--- src/logic/svwd_consts.svh ---
/*
  Timing and encoding constants for the supervisor watchdog block.
  Assumes a single 20 MHz clock and a 1 ms timebase tick derived from it.
*/
`ifndef SVWD_CONSTS_SVH
`define SVWD_CONSTS_SVH

// System clock rate in MHz
`define SVWD_CLK_MHZ 20
// Timebase tick length in ns (1 ms)
`define SVWD_TICK_NS 1000000
// Reset stretch after any cause ends, in ms
`define SVWD_STRETCH_MS 250
// Watchdog periods in ms per period_select setting
`define SVWD_WD_LOW_MS 150
`define SVWD_WD_OPEN_MS 600
`define SVWD_WD_HIGH_MS 1200
// Manual reset must stay low this many ms to qualify
`define SVWD_PB_QUAL_MS 4
// Width of the millisecond counters
`define SVWD_MS_W 11
// Supply-low lag in ns, the longest allowed
`define SVWD_SUPPLY_LAG_NS 8000

`endif

--- src/logic/svwd_pkg.sv ---
/*
  Types for the supervisor watchdog block.
  Assumes the constants header is included by the design files.
*/
package svwd_pkg;

  // Encoding of the three-level period select pin
  typedef enum logic [1:0] {
    SVWD_PER_LOW = 2'h0,
    SVWD_PER_OPEN = 2'h1,
    SVWD_PER_HIGH = 2'h2
  } svwd_period_t;

  // Supervisor sequencing states
  typedef enum logic [1:0] {
    SVWD_RUN,
    SVWD_HOLD,
    SVWD_STRETCH
  } svwd_state_t;

endpackage

--- src/logic/svwd_db_if.sv ---
/*
  Carrier between the supervisor top and its manual reset debouncer.
  Assumes both ends share the top's clock and synchronised reset.
*/
`timescale 1ns/1ps
`default_nettype none

interface svwd_db_if;
  logic tick;       // 1 ms timebase enable
  logic raw_n;      // Manual reset pin level, low = pressed
  logic pressed;    // Qualified press, level

  modport top (output tick, output raw_n, input pressed);
  modport deb (input tick, input raw_n, output pressed);
endinterface

`default_nettype wire

--- src/logic/svwd_debounce.sv ---
/*
  Debouncer for the active-low manual reset input.
  Assumes the pin is synchronous to the clock and a 1 ms tick is supplied.
*/
`timescale 1ns/1ps
`default_nettype none

`include "svwd_consts.svh"

module svwd_debounce #(
  parameter int unsigned QUAL_MS = `SVWD_PB_QUAL_MS  // Low time to qualify, ms
) (
  input wire logic clk,      // System clock
  input wire logic rst_n,    // Synchronised reset, active low
  svwd_db_if.deb db          // Tick, raw pin and qualified press
);
  import svwd_pkg::*;

  // Refuse a threshold the counter cannot reach, or one too short to filter 1 ms glitches
  initial begin
    if (QUAL_MS < 2 || QUAL_MS >= (1 << `SVWD_MS_W)) begin
      $error("QUAL_MS out of range");
    end
  end

  logic [`SVWD_MS_W-1:0] low_ms_ff, nxt_low_ms;  // Whole ms seen low so far
  logic pressed_ff, nxt_pressed;                 // Qualified press

  // Next state: count ticks while low, restart on any high sample
  always_comb begin
    nxt_low_ms = low_ms_ff;
    nxt_pressed = pressed_ff;
    if (db.raw_n) begin
      // Release ends the press at once so the stretch starts promptly
      nxt_low_ms = '0;
      nxt_pressed = 1'b0;
    end else if (db.tick && !pressed_ff) begin
      // glitch rejection
      // A short low never spans enough whole ticks to qualify
      nxt_low_ms = low_ms_ff + `SVWD_MS_W'(1);
      if (low_ms_ff + `SVWD_MS_W'(1) >= `SVWD_MS_W'(QUAL_MS)) begin
        nxt_pressed = 1'b1;
      end
    end
  end

  // Registers
  always_ff @(posedge clk or negedge rst_n) begin
    if (!rst_n) begin
      low_ms_ff <= '0;
      pressed_ff <= 1'b0;
    end else begin
      low_ms_ff <= nxt_low_ms;
      pressed_ff <= nxt_pressed;
    end
  end

  assign db.pressed = pressed_ff;

endmodule

`default_nettype wire

--- src/logic/svwd_top.sv ---
/*
  Microprocessor supervisor: supply-low reset, watchdog and manual reset,
  each followed by a fixed reset stretch, on two opposite-polarity outputs.
  Assumes all inputs but RST_N are synchronous to MCLK; the analog comparators live
  outside and present one supply-low level per threshold margin.
*/
`timescale 1ns/1ps
`default_nettype none

`include "svwd_consts.svh"

module svwd_top #(
  parameter int unsigned TICK_CYCLES = `SVWD_TICK_NS * `SVWD_CLK_MHZ / 1000,  // Cycles per ms
  parameter int unsigned STRETCH_MS = `SVWD_STRETCH_MS,  // Reset stretch, ms
  parameter int unsigned WD_LOW_MS = `SVWD_WD_LOW_MS,    // Period, select low
  parameter int unsigned WD_OPEN_MS = `SVWD_WD_OPEN_MS,  // Period, select open
  parameter int unsigned WD_HIGH_MS = `SVWD_WD_HIGH_MS,  // Period, select high
  parameter int unsigned PB_QUAL_MS = `SVWD_PB_QUAL_MS   // Manual reset qualify time
) (
  input wire logic MCLK,                   // 20 MHz clock
  input wire logic RST_N,                  // Async reset, active low
  input wire logic SUPPLY_LOW_5PCT,        // Comparator: below 5% threshold
  input wire logic SUPPLY_LOW_10PCT,       // Comparator: below 10% threshold
  input wire logic THRESHOLD_MARGIN_SEL,   // 0 = 5% margin, 1 = 10% margin
  input wire svwd_pkg::svwd_period_t PERIOD_SELECT,  // Watchdog period select
  input wire logic WATCHDOG_KICK_N,        // Kick, falling edge restarts
  input wire logic MANUAL_RESET_N,         // Manual reset, active low
  output logic RESET,                      // Reset, active high
  output logic RESET_N,                    // Reset level, active low
  output logic RESET_N_DRV,                // Open-drain data, always low
  output logic RESET_N_OE_N                // Open-drain enable, low drives
);
  import svwd_pkg::*;

  // Supply-low must show within 8 us; one register stage is far inside that
  localparam int unsigned SUPPLY_LAG_CYC = `SVWD_SUPPLY_LAG_NS * `SVWD_CLK_MHZ / 1000;

  // Refuse zero lengths except WD_HIGH_MS and values the counters cannot hold; of the periods only WD_HIGH_MS has its upper bound checked
  initial begin
    if (TICK_CYCLES < 2 || SUPPLY_LAG_CYC < 2) begin
      $error("TICK_CYCLES or clock too small");
    end
    if (STRETCH_MS == 0 || STRETCH_MS >= (1 << `SVWD_MS_W)) begin
      $error("STRETCH_MS out of range");
    end
    if (WD_LOW_MS == 0 || WD_OPEN_MS == 0 || WD_HIGH_MS >= (1 << `SVWD_MS_W)) begin
      $error("Watchdog period out of range");
    end
  end

  // Watchdog period for a select code; high-code default covers the unused code
  function automatic logic [`SVWD_MS_W-1:0] wd_period(input svwd_period_t sel);
    logic [`SVWD_MS_W-1:0] ms;
    ms = `SVWD_MS_W'(WD_HIGH_MS);
    unique case (sel)
      SVWD_PER_LOW: ms = `SVWD_MS_W'(WD_LOW_MS);
      SVWD_PER_OPEN: ms = `SVWD_MS_W'(WD_OPEN_MS);
      SVWD_PER_HIGH: ms = `SVWD_MS_W'(WD_HIGH_MS);
      default: ms = `SVWD_MS_W'(WD_HIGH_MS);
    endcase
    return ms;
  endfunction

  // Reset release synchroniser: asserts at once, releases after two edges
  logic rst_meta_ff;  // First stage, read only by the second
  logic rst_sync_ff;  // Reset used by the rest of the design

  always_ff @(posedge MCLK or negedge RST_N) begin
    if (!RST_N) begin
      rst_meta_ff <= 1'b0;
      rst_sync_ff <= 1'b0;
    end else begin
      rst_meta_ff <= 1'b1;
      rst_sync_ff <= rst_meta_ff;
    end
  end

  // Timebase divider group
  logic [31:0] div_ff, nxt_div;  // Cycle count within the current ms
  logic tick;                    // One-cycle 1 ms enable

  always_comb begin
    tick = (div_ff == TICK_CYCLES - 1);
    nxt_div = tick ? 32'h0 : div_ff + 32'h1;
  end

  always_ff @(posedge MCLK or negedge rst_sync_ff) begin
    if (!rst_sync_ff) begin
      div_ff <= 32'h0;
    end else begin
      div_ff <= nxt_div;
    end
  end

  // Manual reset debouncer
  svwd_db_if db_if ();
  assign db_if.tick = tick;
  assign db_if.raw_n = MANUAL_RESET_N;

  svwd_debounce #(
    .QUAL_MS(PB_QUAL_MS)
  ) u_deb (
    .clk(MCLK),
    .rst_n(rst_sync_ff),
    .db(db_if)
  );

  // Supervisor group state
  svwd_state_t state_ff, nxt_state;        // Sequencing state
  logic [`SVWD_MS_W-1:0] stretch_ff, nxt_stretch;  // ms spent stretching
  logic [`SVWD_MS_W-1:0] wd_ff, nxt_wd;    // ms since last kick
  logic kick_prev_ff, nxt_kick_prev;       // Last kick level
  logic reset_ff, nxt_reset;               // Registered reset state
  logic supply_low;                        // Selected comparator
  logic kick_fall;                         // Kick falling edge this cycle
  logic hold_cause;                        // Level causes still present

  // Next state for the supervisor
  always_comb begin
    supply_low = THRESHOLD_MARGIN_SEL ? SUPPLY_LOW_10PCT : SUPPLY_LOW_5PCT;
    hold_cause = supply_low || db_if.pressed;
    kick_fall = kick_prev_ff && !WATCHDOG_KICK_N;
    nxt_kick_prev = WATCHDOG_KICK_N;
    nxt_state = state_ff;
    nxt_stretch = stretch_ff;
    nxt_wd = wd_ff;
    unique case (state_ff)
      SVWD_RUN: begin
        if (hold_cause) begin
          nxt_state = SVWD_HOLD;
          nxt_wd = '0;
        end else if (kick_fall) begin
          nxt_wd = '0;
        end else if (tick) begin
          if (wd_ff + `SVWD_MS_W'(1) >= wd_period(PERIOD_SELECT)) begin
            nxt_state = SVWD_STRETCH;
            nxt_stretch = '0;
            nxt_wd = '0;
          end else begin
            nxt_wd = wd_ff + `SVWD_MS_W'(1);
          end
        end
      end
      SVWD_HOLD: begin
        if (!hold_cause) begin
          nxt_state = SVWD_STRETCH;
          nxt_stretch = '0;
        end
      end
      SVWD_STRETCH: begin
        if (hold_cause) begin
          // A new cause during stretch restarts the whole sequence
          nxt_state = SVWD_HOLD;
        end else if (tick) begin
          // stretch length
          // One tick beyond the stretch length: the first tick after a cause
          // ends may come at once, so counting only that many could fall short
          if (stretch_ff >= `SVWD_MS_W'(STRETCH_MS)) begin
            nxt_state = SVWD_RUN;
          end else begin
            // Whole ms completed in this stretch
            nxt_stretch = stretch_ff + `SVWD_MS_W'(1);
          end
        end
      end
    endcase
    if (nxt_state != SVWD_RUN) begin
      nxt_wd = '0;
    end
    nxt_reset = (nxt_state != SVWD_RUN);
  end

  // Power-up enters a stretch so the processor starts from a full reset
  always_ff @(posedge MCLK or negedge rst_sync_ff) begin
    if (!rst_sync_ff) begin
      state_ff <= SVWD_STRETCH;
      stretch_ff <= '0;
      wd_ff <= '0;
      kick_prev_ff <= 1'b1;
      reset_ff <= 1'b1;
    end else begin
      state_ff <= nxt_state;
      stretch_ff <= nxt_stretch;
      wd_ff <= nxt_wd;
      kick_prev_ff <= nxt_kick_prev;
      reset_ff <= nxt_reset;
    end
  end

  assign RESET = reset_ff;
  assign RESET_N = ~reset_ff;
  assign RESET_N_DRV = 1'b0;
  assign RESET_N_OE_N = ~reset_ff;

endmodule

`default_nettype wire

--- config.mk ---
export PLATFORM = sky130hd
export DESIGN_NAME = svwd_top
export DESIGN_NICKNAME = d
export VERILOG_FILES = /design/src/logic/svwd_pkg.sv /design/src/logic/svwd_db_if.sv /design/src/logic/svwd_debounce.sv /design/src/logic/svwd_top.sv
export VERILOG_INCLUDE_DIRS = /design/src /design/src/logic
export SDC_FILE = /design/constraint.sdc
export NUM_CORES = 1
export LEC_CHECK = 0
export ABC_AREA = 0
export BUFFER_PORTS_ARGS = -buffer_cell sky130_fd_sc_hd__buf_4
export CORE_MARGIN = 1
export CORE_UTILIZATION = 65
export DETAILED_ROUTE_END_ITERATION = 8
export PLACE_DENSITY_LB_ADDON = 0.25
export SLEW_MARGIN = 20
export SYNTH_ARGS = -nofsm -noshare
export SYNTH_HDL_FRONTEND = slang
export SYNTH_HIERARCHICAL = 1
export SYNTH_SLANG_ARGS = --single-unit
--- constraint.sdc ---
create_clock -name MCLK -period 3.8 [get_ports MCLK]
set_input_delay 0.19 -clock MCLK [delete_from_list [all_inputs] [get_ports MCLK]]
set_output_delay 0.19 -clock MCLK [all_outputs]
set_load 0.02 [all_outputs]
=== Yosys cells after proc, flatten, opt, wreduce, memory -nomap -nowiden ===
Cells that the tools add are included.

* Bitwise gates (word level): 1
* Equal/unequal tests: 12
* $lt $le $gt $ge: 3
* Reduce and logical (&&, ||, !) cells: 15
* Muxes and demuxes: 36
* $add $sub $neg: 4

{| class="wikitable"
|+ Operators by type and width
! kind !! number
|-
| 11-bit two-way mux || 20
|-
| 11-bit by 1-bit adder with 11-bit output, second input constant || 3
|-
| 11-bit one-hot mux with 3 select lines || 1
|-
| 32-bit by 1-bit adder with 32-bit output, second input constant || 1
|-
| 32-bit by 15-bit equality test with 1-bit output, second input constant || 1
|-
| 32-bit two-way mux || 1
|-
| 11-bit one-hot mux with 2 select lines || 1
|-
| 2-bit two-way mux || 8
|-
| 2-bit inequality test, second input constant || 6
|-
| 11-bit greater-or-equal comparator || 1
|-
| 11-bit by 3-bit greater-or-equal comparator with 1-bit output, second input constant || 1
|-
| 11-bit by 8-bit greater-or-equal comparator with 1-bit output, second input constant || 1
|-
| 8-bit AND reduction || 1
|-
| 2-bit nonzero test || 4
|-
| 2-bit one-hot mux with 3 select lines || 1
|-
| 2-bit by 1-bit equality test with 1-bit output, second input constant || 2
|-
| 2-bit zero test || 2
|-
| 1-bit two-way mux || 4
|-
| 2-bit by 1-bit inequality test with 1-bit output, second input constant || 2
|-
| 2-bit AND reduction || 2
|-
| 4-bit nonzero test || 1
|-
| 2-bit equality test, second input constant || 1
|-
| 1-bit logical AND || 2
|-
| 1-bit zero test || 2
|-
| 2 further kinds || 2
|}

* Word-level logic and storage cells: 81
* Input bits: 9
* Output and inout port bits: 4
* Register bits: 72

=== Longest topological paths before layout ===
Gate-level depths: netlist of run 1.

* Depth after elaboration: 15
* Depth in mapped cells: 13
* Depth with buffers taken out: 12

=== By module ===
The synthesis of run 1 kept the hierarchy.

{| class="wikitable"
|+ By module, submodules not included
! module !! area each (µm²) !! sequential area each (µm²) !! times used !! cells each
|-
| svwd_top || 3570.9 || 1505.2 || 1 || 362
|-
| svwd_debounce || 724.4 || 300.3 || 1 || 78
|}

=== Worst setup path before layout of run 1 ===
Ideal clock, no wire load.

* Path type: register to register
* Start point: register wd_ff[0]
* End point: register stretch_ff[1]
* Path buffers: 1
* Data required time: 3706 ps
* Path slack: 587 ps
* Arrival time: 3119 ps
* Cell stages (with the launch flop): 14
* Setup time: 94 ps
* Clock period less this slack: 3213 ps
* Path through: dfrtp_1 ha_1 and4_1 nand2_1 nor2_1 xor2_1 ha_1 a21o_1 a2111oi_0 nor3_2 a211oi_2 buf_2 nor2_1 a211oi_1

* Word-level cells in the longest chain between the ends: 4

{| class="wikitable"
|+ Ends and longest elaborated chain
! element !! RTL line !! source
|-
| start, declared || svwd_top.sv:111 || <nowiki>logic [`SVWD_MS_W-1:0] wd_ff, nxt_wd;</nowiki>
|-
| start signal, assigned || svwd_top.sv:184 || <nowiki>wd_ff <= nxt_wd;</nowiki>
|-
| 11-bit by 1-bit adder with 11-bit output || svwd_top.sv:135 || <nowiki>if (wd_ff + `SVWD_MS_W'(1) >= wd_period(PERIOD_SELECT)) begin</nowiki>
|-
| 11-bit greater-or-equal comparator || svwd_top.sv:135 ||
|-
| 2-bit inequality test (no source line) || -- ||
|-
| 8-bit AND reduction (no source line) || -- ||
|-
| end signal, assigned || svwd_top.sv:183 || <nowiki>stretch_ff <= nxt_stretch;</nowiki>
|-
| end, declared || svwd_top.sv:110 || <nowiki>logic [`SVWD_MS_W-1:0] stretch_ff, nxt_stretch;</nowiki>
|}

Every way passes these cells.
A chain may end at the register's enable or synchronous reset.

=== Worst setup path after layout of run 1 ===
* Start point: register wd_ff[0]
* End point: register reset_ff (netlist: RESET)

* Word-level cells in the longest chain between the ends: 8

{| class="wikitable"
|+ Ends and longest elaborated chain
! element !! RTL line !! source
|-
| 11-bit by 1-bit adder with 11-bit output || svwd_top.sv:135 ||
|-
| 11-bit greater-or-equal comparator || svwd_top.sv:135 ||
|-
| 2-bit two-way mux || svwd_top.sv:135 ||
|-
| 2-bit two-way mux || svwd_top.sv:134 || <nowiki>end else if (tick) begin</nowiki>
|-
| 2-bit two-way mux || svwd_top.sv:132 || <nowiki>end else if (kick_fall) begin</nowiki>
|-
| 2-bit two-way mux || svwd_top.sv:129 || <nowiki>if (hold_cause) begin</nowiki>
|-
| 2-bit one-hot mux with 3 select lines || svwd_top.sv:127 || <nowiki>unique case (state_ff)</nowiki>
|-
| 2-bit nonzero test || svwd_top.sv:170 || <nowiki>nxt_reset = (nxt_state != SVWD_RUN);</nowiki>
|-
| via nxt_reset || svwd_top.sv:113 || <nowiki>logic reset_ff, nxt_reset;</nowiki>
|-
| end signal, assigned || svwd_top.sv:186 || <nowiki>reset_ff <= nxt_reset;</nowiki>
|-
| end, declared || svwd_top.sv:113 ||
|}

The timed path passes the listed nets, and every way through them passes these cells.

==> summary.txt, run 1 <==
clock insertion delay at the later pin of the skew report - 0.34 ns
Reg-to-Reg End - RESET
GPL Wtd Cong - 0.8673
wire length per cell - 15.70 um
post-synth top area share - 0.4020
Clock H-tree levels - 3
most common cell after layout, fill and taps aside - dfrtp_1
mapped cell area - 0.004295 mm^2
total gr overflow - 0
sequential area share after synthesis - 0.4203
post-detailed-route count of antenna-violating nets - 0
VDD IR-drop max - 0.2324 mV
footprint of the multi-input gates - 0.002411 mm^2
Top FF cell, synth - dfrtp_1
worst hold start - MANUAL_RESET_N
post-layout util - 0.7450
DIE WIDTH - 83.29 um
Setup crit start - wd_ff[0]
Pleak - 2.061 nW
Remaining DRCs - 0
dpl hpwl - 6.024 mm
r2r setup slk - 0.24 ns
IO Count - 13
Final nets - 488
final wirelength - 8.554 mm
Total GRT Usage - 0.2628
layout cells sized above 1 - 0.1688
FF+latch area - 0.001807 mm^2
Worst path slowest cell - a2111oi_1
Post-Syn Area per Cell - 9.762 um^2
Hold WS - 0.09930 ns
maxcap violations - 0
initial antenna violation count - 0
Setup CP Type - reg -> reg
period utilization - 0.9355
share of flip-flops with an asynchronous set or reset - 1.000
Slew HR - 0.3741
Area Overhead vs Synth - 10.14%
Initial Util - 0.6765
Yosys cell types - 64
Via-to-Cell Ratio - 6.053
final setup violation count - 0
synthesized instance count - 440
Port Buffers - 11
WHS Path Cells - 2
Peak Freq - 281.3 MHz
Crit path largest cell delay - 0.50 ns
CTS tree - built
Post-Syn Nets - 465
placed cell area - 0.004481 mm^2
met1 Usage GRT - 0.3285
hold crit path type - in -> reg
met3 usage - 0.04672
root buf cell - clkbuf_8
Worst Tran Pin Value - 0.9388 ns
antenna diode count - 0
via count of the first global-routing pass - 3269
cell total after placement - 526
Crit. End Element - register
clk_skew - 0.009515 ns
Max Transition Viols Final - 0
hold path endpoint - u_deb/low_ms_ff[8]
largest net degree at the start of global routing - 44
clock-pin slew on the worst setup and hold paths - 0.08 ns
CTS sink cnt - 72
most frequent cells in the layout - dfrtp_1 (68), nand2_1 (37), nor2_1 (36)
post-synth top area cell - dfrtp_1
crit path launch type - register
TritonCTS Buffers - 9
Detailed Routing Iterations Pass 1 - 8
PwrDens - 398.3 mW/mm^2
first-pass GRT wire length - 14.58 mm
Area contributors post-synth - dfrtp_1 (40%), xnor2_1 (5.1%), ha_1 (4.7%)
Required @ worst endpoint - 4.07 ns
critical-path maximum fanout - 8
Period minus WS final - 3.555 ns
Post-synth EDFFs - 0
busiest metal layer after global routing - met2
core area - 0.006350 mm^2
status - completed
post-route non-filler standard cell count - 545
Arr. time, crit path - 3.82 ns
CTS Buffer Depth - 2
YS warnings - 6
number of DRC markers in iteration 0 - 146
row count - 29
Hold Fails Final Rpt - 0
DR vias - 3299
register bit total from synthesis - 72
met2 Use GR - 0.4411
R2R depth - 13
setup TNS - 0 ns
Worst R2R Start - wd_ff[0]
crit-path cells - ha_1 -> and4_1 -> nand2_1 -> nor2_1 -> xor2_1 -> ha_1 -> a21o_1 -> a2111oi_1 -> nor3_2 -> a21oi_1 -> nor3_2 -> buf_4 -> or2_2
Fill cells - 448
total die area - 0.006937 mm^2
final instance area - 0.004731 mm^2
Die Y - 83.29 um
==> cell families (layout without fill, tap and decap cells) <==
kind of cell | Yosys count | in the layout | synth area share
AND/OR/NAND/NOR | 204 | 204 | 0.2718
AO/OA/AOI/OAI | 74 | 74 | 0.1290
flip-flops | 72 | 72 | 0.4203
XOR/XNOR | 42 | 42 | 0.08564
buffers and inverters | 20 | 48 | 0.01981
adder cells (fa/ha/maj) | 16 | 16 | 0.04661
multiplexers | 10 | 10 | 0.02505
other | 2 | 2 | 0.001748
==> worst max-delay path by stage <==
| stage | end | slack, ns | cells past startpoint |
|---|---|---|---|
| 6_report | RESET | 0.24 | 13 |
| 5_1_grt | RESET | -0.03 | 13 |
| 4_1_cts | wd_ff[6] | 0.17 | 12 |
| 3_5_place_dp | wd_ff[10] | 0.09 | 13 |
| 3_3_place_gp | wd_ff[0] | 0.22 | 13 |
| 2_1_floorplan | stretch_ff[1] | 0.59 | 13 |
==> cell usage after synthesis (3+ instances only) <==
library cell / n
and2_1: 4
o211ai_1: 4
and4_1: 3
or3_1: 3
nor3_1: 20
a22oi_1: 3
o21bai_1: 7
nor3b_1: 4
ha_1: 16
o21a_1: 3
nand3_1: 27
dfrtp_1: 69
xor2_1: 17
a21oi_1: 10
nor3_2: 4
and3_1: 8
nor2_1: 36
dfstp_2: 3
clkbuf_1: 4
o21ai_0: 14
a211oi_2: 7
inv_1: 12
nand2_1: 37
mux2i_1: 7
nand4_1: 13
o21ai_1: 6
nand2b_1: 6
xnor2_1: 25
nor2b_1: 12
a21boi_0: 3
or2_2: 8
==> worst max-delay path: cells and delay by family, from the launching register on <==
| family | cells | cell delay, ns |
|---|---|---|
| and+or+nand+nor | 6 | 1.14 |
| buffers and inverters | 1 | 0.18 |
| AOI/OAI and AO/OA | 3 | 1.01 |
| xor gates and xnor gates | 1 | 0.21 |
| adders and majority gates | 2 | 0.52 |
| DFF | 1 | 0.41 |
==> routing by layer <==
metal / up-vias / wire (um)
li1: 1625 / -
met1: 1583 / 3832
met2: 70 / 4248
met3: 21 / 260
met4: 0 / 212
met5: - / 0
==> metrics by stage <==
step / setup WS [ns] / power (mW)
CTS: 0.1705 / 1.895
floorplan: 0.5873 / 1.137
global placement: 0.2160 / 1.232
detailed placement: 0.08502 / 1.248
global route: -0.02516 / 1.970
finish: 0.2450 / 1.884
==> flip-flops by register name, summed over array words and instances (netlist names) <==
| signal | flops |
|---|---|
| rst_meta_ff | 1 |
| div_ff | 32 |
| rst_sync_ff | 1 |
| wd_ff | 11 |
| stretch_ff | 11 |
| u_deb/low_ms_ff | 11 |
| u_deb/db.pressed | 1 |
| state_ff | 2 |
| kick_prev_ff | 1 |
| RESET | 1 |
==> layout make-up <==
type	instances	area share
Clock buffer	12	0.03491
Clock inverter	4	0.01084
Inverter	12	0.009521
Multi-Input combinational cell	348	0.5097
Sequential cell	72	0.3819
Tap cell	77	0.02036
Timing Repair Buffer	20	0.03280
==> power by group <==
| part | switching (mW) | total (mW) | internal (mW) |
|---|---|---|---|
| clock | 0.285 | 0.642 | 0.357 |
| sequential | 0.0175 | 0.806 | 0.789 |
| combinational | 0.291 | 0.436 | 0.145 |
| total | 0.593 | 1.88 | 1.29 |
==> timing repair <==
item | in CTS | in global routing
pin swaps | 0 | 1
resized for setup | 1 | 1
hold buffers | 2 | 0
setup buffers | 0 | 1
setup endpoints to repair | 3 | 11
hold endpoints to repair | 3 | 0
Note: power is estimated with default switching activity, not from simulation.
==> inputs of run 2 (changes only) <==
- BUFFER_PORTS_ARGS: -buffer_cell sky130_fd_sc_hd__buf_4 -> -buffer_cell sky130_fd_sc_hd__buf_2
==> run 2 against run 1 <==
Against the previous run:
- critical path depth increased by 2
- wire length increased by 0.53%
- global-route usage increased by 0.73 points
==> summary.txt, run 2 (synthesis gave the netlist of run 1 again) <==
footprint of the multi-input gates - 0.002419 mm^2 (+0.31%)
Worst Tran Pin Value - 0.8647 ns (-0.07409 ns)
Hold WS - 0.1522 ns (+0.05288 ns)
Worst path slowest cell - dfrtp_1
CTS sink cnt - 72 (unchanged)
RSZ-0062 raised after global routing - no
Max Transition Viols Final - 0 (unchanged)
post-detailed-route count of antenna-violating nets - 0 (unchanged)
CP dominant cell by count - buf_4
Clock H-tree levels - 3 (unchanged)
DR vias - 3330 (+0.94%)
post-route non-filler standard cell count - 548 (+0.55%)
initial antenna violation count - 0 (unchanged)
PwrDens - 389.4 mW/mm^2 (-2.2%)
CP Buf/Inv Count - 3 (+2)
crit path launch type - register
Peak Freq - 285.9 MHz (+1.6%)
status - completed
GPL Wtd Cong - 0.8479 (-2.2%)
number of DRC markers in iteration 0 - 201 (+38%)
row count - 29 (unchanged)
Final nets - 491 (+0.61%)
total die area - 0.006937 mm^2 (unchanged)
Largest Register - div_ff
Period minus WS final - 3.498 ns (-0.05675 ns)
antenna diode count - 0 (unchanged)
DIE WIDTH - 83.29 um (unchanged)
dpl hpwl - 6.102 mm (+1.3%)
FF+latch area - 0.001809 mm^2 (+0.14%)
Fill cells - 444 (-0.89%)
post-layout util - 0.7427 (-0.002365)
Pleak - 2.064 nW (+0.13%)
cell total after placement - 528 (+0.38%)
clock-pin slew on the worst setup and hold paths - 0.08 ns (about the same)
Setup CP Type - reg -> reg
max reg flops - 32 (unchanged)
Initial Util - 0.6765 (unchanged)
TritonCTS Buffers - 9 (unchanged)
period utilization - 0.9206 (-0.01493)
wire length per cell - 15.69 um (about the same)
Area Overhead vs Synth - 9.787%
hold crit path type - in -> async
most frequent cells in the layout - dfrtp_1 (68), nand2_1 (37), nor2_1 (36)
root buf cell - clkbuf_8
Detailed Routing Iterations Pass 1 - 4 (-4)
total gr overflow - 0 (unchanged)
Arr. time, crit path - 3.77 ns (-0.05 ns)
Required @ worst endpoint - 4.07 ns (about the same)
Top delay family on crit path - compound AO/OA/AOI/OAI gates
core area - 0.006350 mm^2 (unchanged)
CTS tree - built
clock insertion delay at the later pin of the skew report - 0.35 ns (about the same)
final setup violation count - 0 (unchanged)
first-pass GRT wire length - 15.04 mm (+3.1%)
via count of the first global-routing pass - 3254 (-0.46%)
largest net degree at the start of global routing - 47 (+6.8%)
Via-to-Cell Ratio - 6.077 (+0.39%)
Remaining DRCs - 0 (unchanged)
Hold Fails Final Rpt - 0 (unchanged)
Total GRT Usage - 0.2701 (+0.007266)
maxcap violations - 0 (unchanged)
VDD IR-drop max - 0.3770 mV (+62%)
Port Buffers - 11 (unchanged)
layout cells sized above 1 - 0.1783 (+0.009541)
final wirelength - 8.599 mm (+0.53%)
Crit path largest cell delay - 0.42 ns (-0.08 ns)
most common cell after layout, fill and taps aside - dfrtp_1
Crit. End Element - register
IO Count - 13 (unchanged)
Die Y - 83.29 um (unchanged)
crit-path cells - ha_2 -> and4_1 -> nand2_1 -> nor2_1 -> xor2_1 -> ha_1 -> a21o_1 -> a2111oi_2 -> nor3_2 -> buf_4 -> a2111oi_4 -> buf_4 -> buf_4 -> mux2i_1 -> nor3_1
clk_skew - 0.01044 ns (+0.0009220 ns)
Slew HR - 0.4191 (+0.04496)
setup TNS - 0 ns (unchanged)
CTS Buffer Depth - 2 (unchanged)
critical-path maximum fanout - 9 (+1)
run 2: path summary, 6_finish.rpt:
path	startpoint	end	slack [ns]	cells after the start
min in group MCLK	MANUAL_RESET_N	u_deb/low_ms_ff[3]	0.15	2
worst min-delay path	RST_N	rst_sync_ff	0.15	2
worst min register to register	rst_sync_ff	div_ff[3]	0.34	0
max in group asynchronous	rst_sync_ff	RESET	2.67	1
worst max register to register	wd_ff[0]	wd_ff[0]	0.30	15
worst max-delay path	wd_ff[0]	wd_ff[0]	0.30	15
run 2: layout make-up:
cell class / instances / share of cell area
multi-input cells: 348 / 0.5129
inverters: 12 / 0.009552
repair buffers: 23 / 0.03184
well taps: 77 / 0.02043
clock inverters: 6 / 0.01247
clock buffers: 10 / 0.02919
flip-flops and latches: 72 / 0.3837
run 2: per-layer routing:
metal  up-vias  part of all wire  global-route usage
met5         -                 0                   0
met4         0             0.021             0.09248
met3        19             0.037             0.07256
met2        86              0.49              0.4344
met1      1582              0.45              0.3538
li1       1643                 -                   -
run 2: power by group:
part           total [mW]  internal [mW]  switching, mW
registers           0.808          0.789         0.0188
logic               0.420          0.134          0.287
clock network       0.608          0.318          0.291
total                1.84           1.24          0.596
run 2: per-stage QoR:
step           setup WS, ns  area (um^2)  total power [mW]
2_1_floorplan        0.5873         4295             1.137
3_3_place_gp         0.2054         4468             1.223
3_5_place_dp      -0.006981         4473             1.235
4_1_cts              0.1504         4705             1.848
5_1_grt            0.003206         4716             1.930
6_report             0.3017         4716             1.836
run 2: what timing repair did:
item / CTS / global route
resized for setup: 0 / 3
endpoints found under the setup margin: 5 / 13
hold endpoints to repair: 3 / 0
hold buffers: 2 / 0
pin swaps: 1 / 0
setup buffers: 2 / 0
